<file path="src/logic/tcc_pkg.sv">
// shared constants and carriers for the timer/counter channel core
package tcc_pkg;
  localparam int CNT_W      = 16;
  localparam int NUM_CH     = 3;
  localparam int NUM_BLK    = 2;
  localparam int NUM_CH_TOT = NUM_BLK * NUM_CH;
  localparam int BMR_W      = 6; // block mode bits per block, upper three spare
  localparam logic [15:0] CNT_MAX  = 16'hffff;
  localparam logic [15:0] CNT_ZERO = 16'h0000;
  // clock selection codes, 0..4 internal, 5..7 external selections
  localparam logic [2:0] SEL_DIV2  = 3'h0;
  localparam logic [2:0] SEL_DIV8  = 3'h1;
  localparam logic [2:0] SEL_DIV32 = 3'h2;
  localparam logic [2:0] SEL_DIV128 = 3'h3;
  localparam logic [2:0] SEL_SLOW  = 3'h4;
  localparam logic [2:0] SEL_XC0   = 3'h5;
  localparam logic [2:0] SEL_XC1   = 3'h6;
  localparam logic [2:0] SEL_XC2   = 3'h7;
  // prescaler taps into a free running 7-bit divider
  localparam int TAP_DIV2   = 0;
  localparam int TAP_DIV8   = 2;
  localparam int TAP_DIV32  = 4;
  localparam int TAP_DIV128 = 6;
  localparam int PRE_W      = 7;

  // per-channel configuration
  typedef struct packed {
    logic [2:0] clk_sel;
    logic       wave_mode;     // 0 capture, 1 waveform
    logic       io_second_out; // waveform: drive second io
    logic       irq_ovf_en;
    logic       irq_trg_en;
  } tcc_ch_cfg_t;

  // per-channel commands, one-cycle pulses
  typedef struct packed {
    logic clk_enable;
    logic clk_disable;
    logic software_trigger_cmd;
    logic status_read;
  } tcc_ch_cmd_t;

  // per-channel status
  typedef struct packed {
    logic [15:0] counter_value_reg;
    logic        counter_overflow_flag;
    logic        trigger_flag;
    logic        clk_enabled;
    logic        clk_running;
  } tcc_ch_sts_t;
endpackage : tcc_pkg

</file>
<file path="src/logic/tcc_core.sv">
// two blocks of three 16-bit timer/counter channels
// Operation
// - two blocks of three 16-bit counters
// - three external, five internal clocks, two ios
// - per-channel interrupt, software selects conditions
// - block control write starts three channels
// - block mode routes external clocks, chaining
// - blocks independent, each own registers
// - first io input capture, output waveform
// - second io input capture, selectable waveform
// - clock pins map one per channel
// - counter increments on selected clock rise
// - wrap to zero sets overflow flag
// - counter value readable live
// - trigger zeroes counter on next edge
// - pins reach timer only after handover
// - sync acts as software trigger
// - five internal plus three external sources
// - trigger resets and starts enabled clock
// - overflow sticky until status read
`timescale 1ns/1ps
`default_nettype none
module tcc_core
(
  input  wire logic                                          sys_clk_i,
  input  wire logic                                          rst_i,
  input  wire logic                                          slow_clock_i,
  input  wire logic [tcc_pkg::NUM_BLK-1:0]                   pin_handover_i,
  input  wire logic [tcc_pkg::NUM_BLK-1:0]                   block_control_sync_i,
  input  wire logic [tcc_pkg::NUM_BLK*tcc_pkg::BMR_W-1:0]    block_mode_reg_i,
  input  wire logic [tcc_pkg::NUM_CH_TOT-1:0]                block_clock_pin_i,
  input  wire tcc_pkg::tcc_ch_cfg_t [tcc_pkg::NUM_CH_TOT-1:0] ch_cfg_i,
  input  wire tcc_pkg::tcc_ch_cmd_t [tcc_pkg::NUM_CH_TOT-1:0] ch_cmd_i,
  input  wire logic [tcc_pkg::NUM_CH_TOT-1:0]                channel_io_first_i,
  input  wire logic [tcc_pkg::NUM_CH_TOT-1:0]                channel_io_second_i,
  output var  tcc_pkg::tcc_ch_sts_t [tcc_pkg::NUM_CH_TOT-1:0] ch_sts_o,
  output var  logic [tcc_pkg::NUM_CH_TOT-1:0]                channel_io_first_o,
  output var  logic [tcc_pkg::NUM_CH_TOT-1:0]                channel_io_first_oe_o,
  output var  logic [tcc_pkg::NUM_CH_TOT-1:0]                channel_io_second_o,
  output var  logic [tcc_pkg::NUM_CH_TOT-1:0]                channel_io_second_oe_o,
  output var  logic [tcc_pkg::NUM_CH_TOT-1:0]                irq_o
);
  import tcc_pkg::*;
  localparam int NCH = NUM_BLK * NUM_CH;

  // free running master clock prescaler
  logic [PRE_W-1:0] prescale;
  logic [PRE_W-1:0] next_prescale;
  assign next_prescale = prescale + 7'h01;
  always_ff @(posedge sys_clk_i)
  begin
    if (rst_i)
      prescale <= '0;
    else
      prescale <= next_prescale;
  end

  // pin and slow clock synchronisers; second stage is the only reader of the first
  logic [NCH-1:0] pin_s1, pin_s2;
  logic [NCH-1:0] iof_s1, iof_s2;
  logic [NCH-1:0] ios_s1, ios_s2;
  logic           slow_s1, slow_s2;
  always_ff @(posedge sys_clk_i)
  begin
    if (rst_i)
    begin
      pin_s1  <= '0;
      pin_s2  <= '0;
      iof_s1  <= '0;
      iof_s2  <= '0;
      ios_s1  <= '0;
      ios_s2  <= '0;
      slow_s1 <= 1'b0;
      slow_s2 <= 1'b0;
    end
    else
    begin
      pin_s1  <= block_clock_pin_i;
      pin_s2  <= pin_s1;
      iof_s1  <= channel_io_first_i;
      iof_s2  <= iof_s1;
      ios_s1  <= channel_io_second_i;
      ios_s2  <= ios_s1;
      slow_s1 <= slow_clock_i;
      slow_s2 <= slow_s1;
    end
  end

  // current level of each channel's first io, as driven or as received
  logic [NCH-1:0] io_first_level;

  genvar g;
  generate
    for (g = 0; g < NCH; g++)
    begin : g_ch
      localparam int BLK = g / NUM_CH;
      localparam int CH  = g % NUM_CH;
      logic        owned;
      logic        xc;
      logic        clk_lvl;
      logic        clk_prev;
      logic        clk_rise;
      logic        trig;
      logic        trig_pend;
      logic        clk_en;
      logic        clk_run;
      logic [15:0] count;
      logic        ovf;
      logic        trg_flag;
      logic        io_first;
      logic        bmode;

      assign owned = pin_handover_i[BLK];
      // block mode bit per channel: 0 own clock pin, 1 chained from a sibling's first io
      assign bmode = block_mode_reg_i[BLK*BMR_W + CH];
      always_comb
      begin
        xc = 1'b0;
        if (bmode)
          xc = io_first_level[BLK*NUM_CH + ((CH + NUM_CH - 1) % NUM_CH)];
        else
          xc = owned & pin_s2[g];
      end

      // clock source mux
      always_comb
      begin
        unique case (ch_cfg_i[g].clk_sel)
          SEL_DIV2:   clk_lvl = prescale[TAP_DIV2];
          SEL_DIV8:   clk_lvl = prescale[TAP_DIV8];
          SEL_DIV32:  clk_lvl = prescale[TAP_DIV32];
          SEL_DIV128: clk_lvl = prescale[TAP_DIV128];
          SEL_SLOW:   clk_lvl = slow_s2;
          SEL_XC0:    clk_lvl = xc;
          SEL_XC1:    clk_lvl = owned & iof_s2[g];
          SEL_XC2:    clk_lvl = owned & ios_s2[g];
        endcase
      end

      always_ff @(posedge sys_clk_i)
      begin
        if (rst_i)
          clk_prev <= 1'b0;
        else
          clk_prev <= clk_lvl;
      end
      assign clk_rise = clk_lvl & ~clk_prev;

      // software trigger or block sync, identical effect
      assign trig = ch_cmd_i[g].software_trigger_cmd | block_control_sync_i[BLK];

      // clock enable and start/stop; start only counts while enabled
      always_ff @(posedge sys_clk_i)
      begin
        if (rst_i)
        begin
          clk_en  <= 1'b0;
          clk_run <= 1'b0;
        end
        else
        begin
          if (ch_cmd_i[g].clk_disable)
            clk_en <= 1'b0;
          else if (ch_cmd_i[g].clk_enable)
            clk_en <= 1'b1;
          if (ch_cmd_i[g].clk_disable)
            clk_run <= 1'b0;
          else if (trig && (clk_en || ch_cmd_i[g].clk_enable))
            clk_run <= 1'b1;
        end
      end

      // reset pends until the next valid edge
      always_ff @(posedge sys_clk_i)
      begin
        if (rst_i)
          trig_pend <= 1'b0;
        else if (trig)
          trig_pend <= 1'b1;
        else if (clk_rise && clk_en && clk_run)
          trig_pend <= 1'b0;
      end

      always_ff @(posedge sys_clk_i)
      begin
        if (rst_i)
          count <= CNT_ZERO;
        else if (clk_rise && clk_en && clk_run)
        begin
          if (trig_pend)
            count <= CNT_ZERO;
          else
            count <= count + 16'h0001;
        end
      end

      // sticky flags, a new event wins over the read clear
      always_ff @(posedge sys_clk_i)
      begin
        if (rst_i)
        begin
          ovf      <= 1'b0;
          trg_flag <= 1'b0;
        end
        else
        begin
          if (clk_rise && clk_en && clk_run && !trig_pend && count == CNT_MAX)
            ovf <= 1'b1;
          else if (ch_cmd_i[g].status_read)
            ovf <= 1'b0;
          if (trig)
            trg_flag <= 1'b1;
          else if (ch_cmd_i[g].status_read)
            trg_flag <= 1'b0;
        end
      end

      // waveform output toggles on each valid edge taken at count max, even one that a pending trigger turns into a zeroing; simple square wave source for chaining
      always_ff @(posedge sys_clk_i)
      begin
        if (rst_i)
          io_first <= 1'b0;
        else if (!ch_cfg_i[g].wave_mode)
          io_first <= 1'b0;
        else if (clk_rise && clk_en && clk_run && count == CNT_MAX)
          io_first <= ~io_first;
      end
      assign io_first_level[g] = ch_cfg_i[g].wave_mode ? io_first : (owned & iof_s2[g]);

      always_ff @(posedge sys_clk_i)
      begin
        if (rst_i)
        begin
          channel_io_first_o[g]     <= 1'b0;
          channel_io_first_oe_o[g]  <= 1'b0;
          channel_io_second_o[g]    <= 1'b0;
          channel_io_second_oe_o[g] <= 1'b0;
          irq_o[g]                  <= 1'b0;
          ch_sts_o[g]               <= '0;
        end
        else
        begin
          channel_io_first_o[g]     <= io_first;
          channel_io_first_oe_o[g]  <= owned & ch_cfg_i[g].wave_mode;
          channel_io_second_o[g]    <= count[CNT_W-1];
          channel_io_second_oe_o[g] <= owned & ch_cfg_i[g].wave_mode
                                       & ch_cfg_i[g].io_second_out;
          irq_o[g] <= (ovf & ch_cfg_i[g].irq_ovf_en)
                      | (trg_flag & ch_cfg_i[g].irq_trg_en);
          ch_sts_o[g].counter_value_reg     <= count;
          ch_sts_o[g].counter_overflow_flag <= ovf;
          ch_sts_o[g].trigger_flag          <= trg_flag;
          ch_sts_o[g].clk_enabled           <= clk_en;
          ch_sts_o[g].clk_running           <= clk_run;
        end
      end
    end
  endgenerate
endmodule // tcc_core
`default_nettype wire

</file>
<file path="config.mk">
export PLATFORM = sky130hd
export DESIGN_NAME = tcc_core
export DESIGN_NICKNAME = d
export VERILOG_FILES = /design/src/logic/tcc_pkg.sv /design/src/logic/tcc_core.sv
export SDC_FILE = /design/constraint.sdc
export NUM_CORES = 1
export LEC_CHECK = 0
export ABC_CLOCK_PERIOD_IN_PS = 5800
export BUFFER_PORTS_ARGS = -buffer_cell sky130_fd_sc_hd__buf_2
export CAP_MARGIN = 20
export CORE_MARGIN = 3
export CORE_UTILIZATION = 40
export DETAILED_ROUTE_END_ITERATION = 12
export PLACE_DENSITY_LB_ADDON = 0.2
export SLEW_MARGIN = 5
export SYNTH_ARGS = -nofsm -noshare
export SYNTH_HDL_FRONTEND = slang
export SYNTH_SLANG_ARGS = --single-unit
</file>
<file path="constraint.sdc">
create_clock -name sys_clk_i -period 5.8 [get_ports sys_clk_i]
set_input_delay 1.16 -clock sys_clk_i [delete_from_list [all_inputs] [get_ports sys_clk_i]]
set_output_delay 1.16 -clock sys_clk_i [all_outputs]
set_load 0.005 [all_outputs]
</file>
# --- Word-level counts from Yosys, hierarchy flattened ---
# Index checks and enable logic that the tools add are counted.
# Widths: inputs -> output; s select.
totals:
  register_bits: 333
  input_bits: 103
  out_inout_bits: 150
op_classes:
  addsub: 7
  n_eq_ne: 48
  muxes: 54
  bitwise_logic: 78
  n_reduce_logical: 84
op_table:
  columns: ["cell", "n"]
  rows:
  - ["$add 16x1->16 const B", 6]
  - ["$eq 16x16->1 const B", 6]
  - ["$mux 16", 6]
  - ["$eq 3x3->1 const B", 24]
  - ["$and 1x1->1", 48]
  - ["$pmux 1 s8", 6]
  - ["$mux 1", 42]
  - ["$eq 3x2->1 const B", 12]
  - ["$logic_and 1x1->1", 36]
  - ["$reduce_bool 2->1", 18]
  - ["$reduce_or 2->1", 12]
  - ["$eq 3x1->1 const B", 6]
  - ["$logic_not 3->1", 6]
  - ["$not 1->1", 18]
  - ["$or 1x1->1", 12]
  - ["$add 7x1->7 const B", 1]
  - ["$logic_not 1->1", 6]
  - ["$logic_or 1x1->1", 6]

# --- Logic depth before layout (Yosys ltp) ---
depth:
  depth_word: 10
  ltp_mapped: 8
  ltp_nobuf: 6

# --- Worst setup path after synthesis ---
# Ideal clock, no wire load.
synth_timing:
  path_kind: "input to register"
  startpoint: "input pin_handover_i[1] (netlist name)"
  endpoint: "register g_ch[3].count[12]"
  arrival_time_ps: 2754
  path_slack_ps: 2924
  stages: 8
  n_path_buf: 3
  cell_sequence: "buf_4 -> nand4b_1 -> a311o_1 -> a31o_1 -> buf_2 -> o21a_1 -> buf_2 -> a221o_1"
synth_via:
  elab_chain_len: 7
  elab_cells_between_ends: 10
  classes_between: "mux (3); bitwise (5); reduce/logical (2)"
synth_lines:
  columns: ["item", "line", "source"]
  rows:
  - ["start: declaration", "tcc_core.sv:28", "input wire logic [tcc_pkg::NUM_BLK-1:0] pin_handover_i,"]
  - ["$and 1x1->1", "tcc_core.sv:228", "assign io_first_level[g] = ch_cfg_i[g].wave_mode ? io_first : (owned & iof_s2[g]);"]
  - ["$mux 1", "tcc_core.sv:228", null]
  - ["$mux 1", "tcc_core.sv:119", "if (bmode)"]
  - ["$pmux 1 s8 (*)", "tcc_core.sv:128", "unique case (ch_cfg_i[g].clk_sel)"]
  - ["$and 1x1->1 (*)", "tcc_core.sv:147", "assign clk_rise = clk_lvl & ~clk_prev;"]
  - ["$logic_and 1x1->1 (*) (2 in a row)", "tcc_core.sv:188", "else if (clk_rise && clk_en && clk_run)"]
  - ["end signal: assignment", "tcc_core.sv:193", "count <= count + 16'h0001;"]
  - ["end: declaration", "tcc_core.sv:107", "logic [15:0] count;"]
# Every way passes the cells marked *; elsewhere a longest branch is shown, timed or not.
# A chain may end at the register's enable or synchronous reset.

==> flow_metrics.env <==
export IMPL_status="finished, final reports clean"
export IMPL_hold_viol_final=0
export IMPL_first_iter_violations=514
export IMPL_grt_max_degree=74
export IMPL_grt_overflow=0
export IMPL_critPathArrivalTime_ns=3.38
export IMPL_postCtsHoldBufs=0
export IMPL_post_cts_buffers=0
export IMPL_drive_gt1_frac=0.223
export IMPL_gp_congestion=0.842
export IMPL_ys_seq_area_frac=0.534
export IMPL_htreeDepth=2
export IMPL_tightest_slew_ns=0.981
export IMPL_critPathKind="input pin to register"
export IMPL_fin_crit_ns=2.97
export IMPL_worst_setup_path_end_kind="register"
export IMPL_dpl_cell_area_um2=13700
export IMPL_row_count=63
export IMPL_start_util=0.410
export IMPL_ctsRootBufferMaster="clkbuf_16"
export IMPL_grt_pass1_wl_mm=49.6
export IMPL_synthTopCellsByCount="dfxtp_1 (327), nor2b_1 (136), nor2_1 (94)"
export IMPL_p_leak_nw=6.29
export IMPL_insertion_delay_ns=0.51
export IMPL_async_reset_ff_frac=0
export IMPL_cts_sinks=327
export IMPL_setup_viol=0
export IMPL_ctsResizeCount=0
export IMPL_synth_cell_type_count=76
export IMPL_cap_viol_max_count=0
export IMPL_worstReg2RegStart="prescale[2]$_SDFF_PP0_"
export IMPL_ios=253
export IMPL_worstHoldPathType="register to register"
export IMPL_p_per_area_nw_per_um2=327
export IMPL_fp_dieH_um=181
export IMPL_die_x_um=181
export IMPL_setup_tns_ns=0
export IMPL_synth_most_common_cell="dfxtp_1"
export IMPL_critical_path_max_stage_delay_ns=0.44
export IMPL_design_area_um2=15000
export IMPL_viasPerCell=5.24
export IMPL_die_area_um2=32800
export IMPL_finalCritPeriodShare=0.512
export IMPL_rsz0062_at_grt="no"
export IMPL_synth_edf_count=0
export IMPL_numCtsBuffers=37
export IMPL_synth_area_leaders="dfxtp_1 (53%), nor2b_1 (6.9%), nor2_1 (2.9%)"
export IMPL_finClkSkew_ns=0.0118
export IMPL_syn_nets=1374
export IMPL_dpl_hpwl_mm=21.6
export IMPL_nNetsFinal=1599
export IMPL_post_drt_wl_per_cell_um=16.2
export IMPL_max_clock_freq_mhz=336
export IMPL_syn_avg_cell_area_um2=9.71
export IMPL_crit_path_top_delay_cell="nor2_1"
export IMPL_critPathMaxFanout=34
export IMPL_netlist_area_um2=12300
export IMPL_startpoint="rst_i"
export IMPL_peakVddDrop_uv=225
export IMPL_hp_start="pin_s1[2]$_SDFF_PP0_"
export IMPL_vias=9974
export IMPL_routed_wl_mm=30.8
export IMPL_cts_buffer_depth=3
export IMPL_start_kind="input pin"
export IMPL_yosysTopAreaCell="dfxtp_1"
export IMPL_path_common_cell="nand2_1"
export IMPL_synth_ff_type="dfxtp_1"
export IMPL_clkTransAtPathRegs_ns=0.06
export IMPL_synth_seq_cells=327
export IMPL_antenna_found_initial=7
export IMPL_synthCells=1264
export IMPL_first_pass_iters=5
export IMPL_reg2reg_slack_ns=3.29
export IMPL_fillers=2803
export IMPL_drc=0
export IMPL_core_area_um2=30000
export IMPL_crit_chain="buf_6 -> inv_1 -> buf_4 -> nand2_1 -> nor2_1 -> nand2_1 -> o32ai_1"
export IMPL_cts_tree="yes"
export IMPL_syn2layout_area_growth_pct=22.5
export IMPL_relSlewSlack=0.340
export IMPL_yosys_warnings=0
export IMPL_postRouteAntennaNets=0
export IMPL_portBuffers=246
export IMPL_finalMaxSlewViolations=0
export IMPL_synth_top_area_frac=0.534
export IMPL_grt_usage=0.180
export IMPL_required_ns=6.21
export IMPL_grt_pass1_vias=9476
power by group:
part           leakage, nW  internal (mW)  switching [mW]
logic                 3.01         0.0757           0.113
registers             2.65           2.28          0.0200
clock network        0.624           1.52           0.901
total                 6.29           3.88            1.03
final timing paths:
check | to | depth (start not counted)
setup / recovery | g_ch[1].ovf$_SDFFE_PP0P_ | 7
hold / removal | pin_s2[2]$_SDFF_PP0_ | 1
setup reg to reg | g_ch[3].count[2]$_SDFFE_PP0P_ | 5
hold reg to reg | pin_s2[2]$_SDFF_PP0_ | 1
cells by family (layout without fill, tap and decap cells):
family                   Yosys count  count (layout)  synth area share
AO/OA/AOI/OAI                    219             219             0.139
adder cells (fa/ha/maj)            7               7           0.00714
multiplexers                      13              13            0.0160
flip-flops                       327             327             0.534
buffers and inverters            123             373            0.0433
other                              0               1                 0
XOR/XNOR                          20              20            0.0143
AND/OR/NAND/NOR                  555             555             0.246
worst max-delay path, delay by kind of cell:
family                 cells  cell delay [ns]
buffers and inverters      3             0.76
and+or+nand+nor            3             1.04
AOI/OAI and AO/OA          1             0.39
stage by stage:
stage	util	instances	power (mW)	hold slack [ns]	worst slack [ns]
6_report	0.502	1905	4.91	0.430	2.83
5_1_grt	0.502	1905	5.10	0.455	2.70
4_1_cts	0.502	1903	4.98	0.431	2.61
3_5_place_dp	0.459	1839	2.54	0.421	2.08
3_3_place_gp	0.459	1839	2.54	0.418	2.10
2_1_floorplan	-	1264	2.45	0.414	2.92
cells in the final DEF (no fill, tap or decap), types with 15 or more instances in the layout:
| master | n |
|---|---|
| nor4_1 | 22 |
| nand3_1 | 50 |
| a22o_1 | 20 |
| a221o_1 | 23 |
| o31ai_1 | 17 |
| inv_1 | 54 |
| o41ai_1 | 15 |
| a21oi_1 | 27 |
| o21ai_0 | 29 |
| nor2b_1 | 136 |
| clkbuf_16 | 39 |
| nor3_1 | 21 |
| buf_2 | 245 |
| and2_1 | 22 |
| nor2_1 | 94 |
| nand4_1 | 24 |
| dfxtp_1 | 327 |
| nand3b_1 | 16 |
| nand2_1 | 86 |
| and3_1 | 23 |
routing by layer:
| metal | global-route usage | vias to the layer above | wire [um] |
|---|---|---|---|
| met4 | 0.0420 | 10 | 522 |
| li1 | - | 4966 | - |
| met1 | 0.237 | 4688 | 13800 |
| met2 | 0.295 | 259 | 14100 |
| met3 | 0.0525 | 51 | 2270 |
| met5 | 0 | - | 75 |
sequential cells by signal, summed over array words and instances (netlist names), 6 cells and up:
name / cells
ch_sts_o: 120
channel_io_first_o: 6
channel_io_first_oe_o: 6
channel_io_second_oe_o: 6
g_ch.clk_en: 6
g_ch.clk_prev: 6
g_ch.clk_run: 6
g_ch.count: 96
g_ch.io_first: 6
g_ch.ovf: 6
g_ch.trg_flag: 6
g_ch.trig_pend: 6
iof_s1: 6
iof_s2: 6
ios_s1: 6
ios_s2: 6
irq_o: 6
pin_s1: 6
pin_s2: 6
prescale: 7
layout make-up:
class / count / area [um^2] / share of cell area
Inverter: 54 / 203 / 0.0135
Clock inverter: 11 / 166 / 0.0111
Timing Repair Buffer: 255 / 1310 / 0.0868
Antenna cell: 1 / 2.50 / 0.000166
Tap cell: 390 / 488 / 0.0325
Clock buffer: 53 / 1120 / 0.0744
Sequential cell: 327 / 6550 / 0.435
Multi-Input combinational cell: 814 / 5200 / 0.346
(Power assumes the default switching activity.)
